<file path="src/rtl/drive_security_defines.svh">
// opcodes, parameter sector layout, register bits and reset values
// assumes: included by bare name from the security lock design files
`ifndef DRIVE_SECURITY_DEFINES_SVH
`define DRIVE_SECURITY_DEFINES_SVH

// ****************************************
// command opcodes
// ****************************************
`define OPC_SET_PASSWORD 8'hF1
`define OPC_UNLOCK 8'hF2
`define OPC_ERASE_PREPARE 8'hF3
`define OPC_ERASE_UNIT 8'hF4
`define OPC_FREEZE 8'hF5
`define OPC_DISABLE_PASSWORD 8'hF6

// ****************************************
// parameter sector layout
// ****************************************
`define SECTOR_WORDS 9'h100
`define PW_FIRST_WORD 9'h001
`define PW_LAST_WORD 9'h010
`define REV_WORD 9'h011
`define CTL_IDENT_BIT 0
`define CTL_LEVEL_BIT 8

// ****************************************
// security state values
// ****************************************
`define ATTEMPTS_INIT 3'h5
`define ATTEMPTS_NONE 3'h0
`define REV_DEFAULT 16'hFFFE
`define REV_RESERVED 16'hFFFF

// ****************************************
// error and status register bits
// ****************************************
`define ERR_ABT_BIT 2
`define ST_BSY_BIT 7
`define ST_RDY_BIT 6
`define ST_DSC_BIT 4
`define ST_DRQ_BIT 3
`define ST_ERR_BIT 0
`define STATUS_RESET 8'h50
`define ERROR_RESET 8'h00

`endif

</file>
<file path="src/rtl/drive_security_pkg.sv">
// types shared by the security lock command block
// assumes: nothing beyond the standard language
package drive_security_pkg;

  // one-hot command sequencer states
  typedef enum logic [3:0] {
    ST_IDLE = 4'h1,
    ST_DATA = 4'h2,
    ST_EXEC = 4'h4,
    ST_FINISH = 4'h8
  } sec_state_type;

endpackage : drive_security_pkg

</file>
<file path="src/rtl/drive_security_lock_fsm.sv">
// security lock command handling: freeze, set password, unlock, erase
// assumes: task-file commands and data words from logic on clock_in;
// sys_rst_in is power loss, hard_reset_in a one-cycle reset event
`timescale 1ns/1ps
`include "drive_security_defines.svh"

// Summary of operation
// - freeze command sets frozen at once, no data
// - frozen rejects set, unlock, disable, erase
// - only power loss clears frozen
// - set password takes one sector before acting
// - user password enables lock, locks next reset
// - master password stored, lock left unchanged
// - word 0: bit 0 identifier, bit 8 level
// - all 32 password bytes stored and compared
// - master set stores word 17 revision code
// - revision default FFFEh, FFFFh reserved
// - high level unlocks by user or master
// - maximum level refuses master, keeps it stored
// - maximum level: erase only removes lost lock
// - unlock clears lock until next reset
// - master unlock compares at high, rejected at maximum
// - user unlock compares all 32 bytes
// - mismatch aborts and decrements attempt counter
// - counter starts five, zero rejects protected commands
// - abort after sector only on failed unlock: mismatch or master at maximum
module drive_security_lock_fsm (
  input wire logic clock_in,
  input wire logic sys_rst_in,
  input wire logic hard_reset_in,
  input wire logic cmd_valid_in,
  input wire logic [7:0] cmd_code_in,
  output logic cmd_ready_out,
  input wire logic data_valid_in,
  input wire logic [15:0] data_word_in,
  output logic [7:0] error_reg_out,
  output logic [7:0] status_reg_out,
  output logic cmd_done_out,
  output logic [15:0] master_rev_out,
  output logic frozen_out,
  output logic locked_out,
  output logic lock_enabled_out,
  output logic security_max_out,
  output logic [2:0] attempts_left_out,
  output logic erase_start_out
);
  import drive_security_pkg::*;

  // ****************************************
  // helpers
  // ****************************************

  // commands that carry a parameter sector
  function automatic logic needs_sector(input logic [7:0] op);
    return op == `OPC_SET_PASSWORD || op == `OPC_UNLOCK || op == `OPC_ERASE_UNIT;
  endfunction : needs_sector

  // commands refused once attempts run out or while frozen
  function automatic logic pw_protected(input logic [7:0] op);
    return needs_sector(op) || op == `OPC_DISABLE_PASSWORD;
  endfunction : pw_protected

  // status byte with ready and seek complete always set when idle
  function automatic logic [7:0] make_status(input logic bsy, input logic drq,
                                             input logic err);
    logic [7:0] s;
    s = 8'h00;
    s[`ST_BSY_BIT] = bsy;
    s[`ST_RDY_BIT] = !bsy;
    s[`ST_DSC_BIT] = !bsy;
    s[`ST_DRQ_BIT] = drq;
    s[`ST_ERR_BIT] = err;
    return s;
  endfunction : make_status

  // ****************************************
  // declarations
  // ****************************************
  sec_state_type state;
  logic [7:0] cur_op;
  logic abort_pending;
  logic erase_armed;
  logic [255:0] user_pw;
  logic [255:0] master_pw;
  logic rx_done;
  logic [15:0] rx_control;
  logic [255:0] rx_pw;
  logic [15:0] rx_rev;
  logic accept;
  logic early_reject;
  logic known_op;
  logic sel_master;
  logic req_max;
  logic exec;
  logic unlock_refused;
  logic unlock_match;
  logic exec_abort;

  // ****************************************
  // command acceptance and early rejection
  // ****************************************
  assign cmd_ready_out = (state == ST_IDLE);
  assign accept = cmd_valid_in && cmd_ready_out && !hard_reset_in;
  assign known_op = pw_protected(cmd_code_in) || cmd_code_in == `OPC_FREEZE ||
                    cmd_code_in == `OPC_ERASE_PREPARE;

  // rejections decided before any data phase
  always_comb begin
    early_reject = !known_op;
    if (pw_protected(cmd_code_in) && frozen_out) begin
      early_reject = 1'b1;
    end
    if (pw_protected(cmd_code_in) && attempts_left_out == `ATTEMPTS_NONE) begin
      early_reject = 1'b1;
    end
    if (cmd_code_in == `OPC_SET_PASSWORD && locked_out) begin
      early_reject = 1'b1;
    end
    if (cmd_code_in == `OPC_ERASE_UNIT && !erase_armed) begin
      early_reject = 1'b1;
    end
    if (cmd_code_in == `OPC_DISABLE_PASSWORD) begin
      early_reject = 1'b1;
    end
  end

  // ****************************************
  // sector decode and password checks
  // ****************************************
  assign exec = (state == ST_EXEC);
  assign sel_master = rx_control[`CTL_IDENT_BIT];
  assign req_max = rx_control[`CTL_LEVEL_BIT];
  assign unlock_refused = sel_master && security_max_out;
  // full 256-bit compare against the selected password
  assign unlock_match = !unlock_refused &&
                        (sel_master ? rx_pw == master_pw : rx_pw == user_pw);
  assign exec_abort = (cur_op == `OPC_UNLOCK) && !unlock_match;

  param_sector_rx sector_rx (
    .clock_in(clock_in),
    .sys_rst_in(sys_rst_in),
    .start_in(accept),
    .word_valid_in(data_valid_in && state == ST_DATA),
    .word_in(data_word_in),
    .sector_done_out(rx_done),
    .control_out(rx_control),
    .password_out(rx_pw),
    .revision_out(rx_rev)
  );

  // ****************************************
  // command sequencer
  // ****************************************

  // idle, sector transfer, execute, finish
  always_ff @(posedge clock_in or posedge sys_rst_in) begin
    if (sys_rst_in) begin
      state <= ST_IDLE;
      cur_op <= 8'h00;
      abort_pending <= 1'b0;
    end else if (hard_reset_in) begin
      state <= ST_IDLE;
      abort_pending <= 1'b0;
    end else begin
      unique case (state)
        ST_IDLE: begin
          if (accept) begin
            cur_op <= cmd_code_in;
            abort_pending <= early_reject;
            if (early_reject || !needs_sector(cmd_code_in)) begin
              state <= ST_FINISH;
            end else begin
              state <= ST_DATA;
            end
          end
        end
        ST_DATA: begin
          if (rx_done) begin
            state <= ST_EXEC;
          end
        end
        ST_EXEC: begin
          abort_pending <= exec_abort;
          state <= ST_FINISH;
        end
        ST_FINISH: begin
          state <= ST_IDLE;
        end
      endcase
    end
  end

  // error and status bytes, done and erase pulses
  always_ff @(posedge clock_in or posedge sys_rst_in) begin
    if (sys_rst_in) begin
      status_reg_out <= `STATUS_RESET;
      error_reg_out <= `ERROR_RESET;
      cmd_done_out <= 1'b0;
      erase_start_out <= 1'b0;
    end else if (hard_reset_in) begin
      status_reg_out <= `STATUS_RESET;
      error_reg_out <= `ERROR_RESET;
      cmd_done_out <= 1'b0;
      erase_start_out <= 1'b0;
    end else begin
      cmd_done_out <= (state == ST_FINISH);
      erase_start_out <= exec && cur_op == `OPC_ERASE_UNIT;
      if (accept) begin
        error_reg_out <= `ERROR_RESET;
        if (early_reject || !needs_sector(cmd_code_in)) begin
          status_reg_out <= make_status(1'b1, 1'b0, 1'b0);
        end else begin
          status_reg_out <= make_status(1'b0, 1'b1, 1'b0);
        end
      end else if (state == ST_DATA && rx_done) begin
        status_reg_out <= make_status(1'b1, 1'b0, 1'b0);
      end else if (state == ST_FINISH) begin
        status_reg_out <= make_status(1'b0, 1'b0, abort_pending);
        error_reg_out[`ERR_ABT_BIT] <= abort_pending;
      end
    end
  end

  // ****************************************
  // security state
  // ****************************************

  // frozen: only power loss brings it back down
  always_ff @(posedge clock_in or posedge sys_rst_in) begin
    if (sys_rst_in) begin
      frozen_out <= 1'b0;
    end else if (accept && cmd_code_in == `OPC_FREEZE) begin
      frozen_out <= 1'b1;
    end
  end

  // erase unit must follow erase prepare directly
  always_ff @(posedge clock_in or posedge sys_rst_in) begin
    if (sys_rst_in) begin
      erase_armed <= 1'b0;
    end else if (hard_reset_in) begin
      erase_armed <= 1'b0;
    end else if (accept) begin
      erase_armed <= (cmd_code_in == `OPC_ERASE_PREPARE);
    end
  end

  // unlock attempt counter
  always_ff @(posedge clock_in or posedge sys_rst_in) begin
    if (sys_rst_in) begin
      attempts_left_out <= `ATTEMPTS_INIT;
    end else if (hard_reset_in) begin
      attempts_left_out <= `ATTEMPTS_INIT;
    end else if (exec && exec_abort && !unlock_refused &&
                 attempts_left_out != `ATTEMPTS_NONE) begin
      attempts_left_out <= attempts_left_out - 3'h1;
    end
  end

  // lock enable, level and locked mode
  always_ff @(posedge clock_in or posedge sys_rst_in) begin
    if (sys_rst_in) begin
      lock_enabled_out <= 1'b0;
      security_max_out <= 1'b0;
      locked_out <= 1'b0;
    end else if (hard_reset_in) begin
      locked_out <= lock_enabled_out;
    end else if (exec) begin
      if (cur_op == `OPC_SET_PASSWORD && !sel_master) begin
        lock_enabled_out <= 1'b1;
        security_max_out <= req_max;
      end
      if (cur_op == `OPC_UNLOCK && unlock_match) begin
        locked_out <= 1'b0;
      end
      if (cur_op == `OPC_ERASE_UNIT) begin
        lock_enabled_out <= 1'b0;
        security_max_out <= 1'b0;
        locked_out <= 1'b0;
      end
    end
  end

  // stored passwords and master revision code
  always_ff @(posedge clock_in or posedge sys_rst_in) begin
    if (sys_rst_in) begin
      user_pw <= 256'h0;
      master_pw <= 256'h0;
      master_rev_out <= `REV_DEFAULT;
    end else if (exec && cur_op == `OPC_SET_PASSWORD) begin
      if (sel_master) begin
        master_pw <= rx_pw;
        if (rx_rev != `REV_RESERVED) begin
          master_rev_out <= rx_rev;
        end
      end else begin
        user_pw <= rx_pw;
      end
    end else if (exec && cur_op == `OPC_ERASE_UNIT) begin
      user_pw <= 256'h0;
    end
  end
endmodule : drive_security_lock_fsm

</file>
<file path="src/rtl/param_sector_rx.sv">
// parameter sector receiver: 256 words, keeps control, password, revision
// assumes: words arrive on clock_in from logic in the same domain
`timescale 1ns/1ps
`include "drive_security_defines.svh"

module param_sector_rx (
  input wire logic clock_in,
  input wire logic sys_rst_in,
  input wire logic start_in,
  input wire logic word_valid_in,
  input wire logic [15:0] word_in,
  output logic sector_done_out,
  output logic [15:0] control_out,
  output logic [255:0] password_out,
  output logic [15:0] revision_out
);

  logic [8:0] word_index;
  logic [15:0] pw_words [0:15];

  // word counter, restarted by each new command
  always_ff @(posedge clock_in or posedge sys_rst_in) begin
    if (sys_rst_in) begin
      word_index <= 9'h000;
    end else if (start_in) begin
      word_index <= 9'h000;
    end else if (word_valid_in && word_index != `SECTOR_WORDS) begin
      word_index <= word_index + 9'h001;
    end
  end

  // one-cycle pulse after the last word of the sector
  always_ff @(posedge clock_in or posedge sys_rst_in) begin
    if (sys_rst_in) begin
      sector_done_out <= 1'b0;
    end else begin
      sector_done_out <= word_valid_in && (word_index == `SECTOR_WORDS - 9'h001);
    end
  end

  // capture of the meaningful words, reserved words dropped
  always_ff @(posedge clock_in or posedge sys_rst_in) begin
    if (sys_rst_in) begin
      control_out <= 16'h0000;
      revision_out <= 16'h0000;
      for (int i = 0; i < 16; i++) begin
        pw_words[i] <= 16'h0000;
      end
    end else if (word_valid_in) begin
      if (word_index == 9'h000) begin
        control_out <= word_in;
      end
      if (word_index >= `PW_FIRST_WORD && word_index <= `PW_LAST_WORD) begin
        pw_words[4'(word_index - `PW_FIRST_WORD)] <= word_in;
      end
      if (word_index == `REV_WORD) begin
        revision_out <= word_in;
      end
    end
  end

  // all 32 bytes laid out as one vector, first word lowest
  always_comb begin
    password_out = 256'h0;
    for (int i = 0; i < 16; i++) begin
      password_out[i*16 +: 16] = pw_words[i];
    end
  end

endmodule : param_sector_rx

</file>
<file path="config.mk">
export PLATFORM = sky130hd
export DESIGN_NAME = drive_security_lock_fsm
export DESIGN_NICKNAME = d
export VERILOG_FILES = /design/src/rtl/drive_security_pkg.sv /design/src/rtl/drive_security_lock_fsm.sv /design/src/rtl/param_sector_rx.sv
export VERILOG_INCLUDE_DIRS = /design/src /design/src/rtl
export SDC_FILE = /design/constraint.sdc
export NUM_CORES = 2
export LEC_CHECK = 0
export BUFFER_PORTS_ARGS = -buffer_cell sky130_fd_sc_hd__buf_2
export CORE_MARGIN = 5
export CORE_UTILIZATION = 55
export DETAILED_ROUTE_END_ITERATION = 10
export PLACE_DENSITY = 0.82
export SLEW_MARGIN = 30
export SYNTH_ARGS = -nofsm -noshare
export SYNTH_HDL_FRONTEND = slang
export SYNTH_SLANG_ARGS = --single-unit
</file>
<file path="constraint.sdc">
create_clock -name clock_in -period 27.1 [get_ports clock_in]
set_clock_uncertainty 0.1 [all_clocks]
set_input_delay 5.42 -clock clock_in [delete_from_list [all_inputs] [get_ports clock_in]]
set_output_delay 5.42 -clock clock_in [all_outputs]
set_load 0.005 [all_outputs]
</file>
==> results.sh <==
export IMPL_status="completed"
export IMPL_yosys_top_cells_area="dfrtp_1 56%, mux2_2 9.0%, nand2_1 8.2%"
export IMPL_fin_crit_sh_pct=28.1
export IMPL_vias_per_cell=6.33
export IMPL_die_w_um=269
export IMPL_first_pass_iters=6
export IMPL_synth_cell_type_count=57
export IMPL_dieArea_sq_um=72500
export IMPL_seq_area_frac_synth_pct=56.9
export IMPL_synthCells=3170
export IMPL_finalMaxSlewViolations=0
export IMPL_wl_per_cell_um=24.4
export IMPL_cp_top_family="buffers and inverters"
export IMPL_async_reset_ff_share_pct=100
export IMPL_rsz0062_at_grt="false"
export IMPL_worst_pin_slew_ns=1.13
export IMPL_cts_tree="done"
export IMPL_synth_edf_count=0
export IMPL_synth_top_area_share_pct=55.6
export IMPL_grt_usage_pct=27.2
export IMPL_cts_setup_buffers=0
export IMPL_die_h_um=269
export IMPL_drtIter0Drc=3203
export IMPL_finalSetupTns_ns=0
export IMPL_p_per_area_nw_per_um2=61.0
export IMPL_gp_congestion=0.895
export IMPL_grt_pass1_wl_mm=157
export IMPL_yosysMostFrequentCell="dfrtp_1"
export IMPL_syn_area_sq_um=37000
export IMPL_antenna_found_initial=6
export IMPL_htree_levels=3
export IMPL_min_period_ns=7.62
export IMPL_cts_max_path_buffers=3
export IMPL_place_hpwl_mm=58.5
export IMPL_final_layout_size_suffix_gt1_share_pct=17.4
export IMPL_cts_made_buffers=80
export IMPL_vias=25900
export IMPL_cp_end_kind="asynchronous set/reset pin"
export IMPL_wirelength_mm=100
export IMPL_nFillCells=5008
export IMPL_crit_path_top_delay_cell="buf_4"
export IMPL_slowest_delay_ns=0.78
export IMPL_timing_hold_ws_ns=0.373
export IMPL_clkTransAtPathRegs_ns=0.06
export IMPL_maxSlewHeadroom_pct=24.0
export IMPL_insertion_delay_ns=0.63
export IMPL_drc=0
export IMPL_core_area_sq_um=66900
export IMPL_path_buf_inv=6
export IMPL_yosys_top_cells_count="821 x dfrtp_1, 804 x nand2_1, 297 x mux2_2"
export IMPL_critical_path_cell_chain="buf_2 > clkinvlp_4 > buf_12 > buf_6 > buf_6 > buf_4"
export IMPL_max_freq_mhz=131
export IMPL_yosysTopAreaCell="dfrtp_1"
export IMPL_synthFlopType="dfrtp_1"
export IMPL_grt_start_max_net_pins=194
export IMPL_setup_viol=0
export IMPL_arrival_ns=8.18
export IMPL_ctsRootBufferMaster="clkbuf_16"
export IMPL_cts_sinks=840
export IMPL_multi_input_area_sq_um=14900
export IMPL_crit_path_start_kind="input port"
export IMPL_grt_pass1_vias=26100
export IMPL_hold_viol=0
export IMPL_holdBufCountCts=0
export IMPL_p_leak_nw=19.7
export IMPL_fin_nets=3197
export IMPL_cts_resized=0
export IMPL_yosysWarnings=0
export IMPL_cp_common_cell="buf_6"
export IMPL_seq_area_sq_um=21000
export IMPL_portBuffers=60
export IMPL_ys_ff_latch=840
export IMPL_start_util_pct=55.2
export IMPL_worstSetupPathType="in -> async"
export IMPL_critPathRequiredTime_ns=27.65
export IMPL_grt_overflow_total=0
export IMPL_rows=95
export IMPL_ant_nets=0
export IMPL_ir_worst_vdd_uv=51.1
export IMPL_ioPinCount=71
export IMPL_flow_area_growth_from_synthesis_pct=9.64
export IMPL_cap_violations=0
export IMPL_critical_path_max_fanout=76
export IMPL_syn_avg_cell_area_sq_um=11.7
export IMPL_hold_class="reg -> reg"
-- metrics by stage --
step / worst slack, ns / cells / instance area, sq um / utilization [%] / total power, mW
after floorplan: 10.06 / 3179 / 37000 / - / 1.32
after global placement: 18.03 / 3946 / 37700 / 56.4 / 1.35
after detailed placement: 18.06 / 3946 / 37700 / 56.4 / 1.35
after CTS: 18.73 / 4086 / 40400 / 60.4 / 2.48
after global routing: 19.01 / 4091 / 40500 / 60.6 / 2.55
final: 19.48 / 4093 / 40500 / 60.6 / 2.47
-- worst register-to-register path, cell delays in order, from the launching register on --
cell and delay (ns):
dfrtp_4 0.76, buf_12 0.61, buf_4 0.95, mux2i_1 0.51
o22ai_1 0.18, nor4_1 0.78, nand4_1 0.32, nor4_1 0.74
nand4_1 0.55, o211a_1 0.43, mux2_4 0.31
-- where the power goes --
part           total [mW]  internal (mW)  switching [mW]  leakage [nW]
clock network        1.15          0.669           0.478          1.33
registers            1.26           1.26         0.00375          11.6
logic              0.0641         0.0128          0.0512          6.72
-- state kept, by name, summed over array words and instances, names as in the netlist, 3 cells and up --
signal                  cells
master_pw                 256
sector_rx.word_index        9
status_reg_out              4
attempts_left_out           3
master_rev_out             16
state                       4
sector_rx.password_out    256
sector_rx.revision_out     16
cur_op                      8
user_pw                   256
-- per-layer routing --
layer,vias up,global-route usage (%),wire length [um]
li1,11100,-,-
met1,13200,37.2,39200
met5,-,0,16
met4,4,12.7,5190
met3,282,5.67,9670
met2,1309,42.2,46000
-- path summary, 6_finish.rpt --
path | start | end | depth (start not counted) | slack [ns]
worst max-delay path | sys_rst_in | sector_rx.revision_out[7] | 6 | 19.48
worst min-delay path | master_pw[142] | master_pw[142] | 2 | 0.37
worst max register to register | sector_rx.control_out[0] | attempts_left_out[1] | 10 | 20.74
worst min register to register | master_pw[142] | master_pw[142] | 2 | 0.37
max in group clock_in | data_valid_in | sector_rx.password_out[108] | 9 | 19.49
min in group asynchronous | sys_rst_in | user_pw[252] | 2 | 4.71
-- layout make-up --
class | count | area share, %
well taps | 873 | 2.69
multi-input cells | 2130 | 36.9
clock inverters | 23 | 0.698
flip-flops and latches | 840 | 51.9
repair buffers | 98 | 1.80
inverters | 9 | 0.0926
clock buffers | 117 | 5.91
diodes | 3 | 0.0185
-- layout by cell type (no fill, tap or decap), types with 13 or more instances in the layout --
master,instances
dfstp_2,19
clkbuf_16,84
nand2_1,804
nor2_1,47
dfrtp_1,820
a22o_1,269
a221oi_1,19
xnor2_1,103
nand4_1,28
mux2i_1,259
o22ai_1,40
buf_2,60
clkbuf_1,16
mux2_2,297
nor4_1,47
a21oi_1,16
clkbuf_8,17
buf_4,22
o2bb2ai_1,41
xor2_1,19
clkinv_2,13
nand3_1,13
-- cell families after synthesis --
family / synth area share [%]
adders and majority gates: 0.305
and+or+nand+nor: 11.1
other: 0.0101
xor gates and xnor gates: 2.89
DFF: 56.9
muxes: 16.1
AOI/OAI and AO/OA: 9.75
buffers and inverters: 2.92
Power figures use the tool's default switching activity.
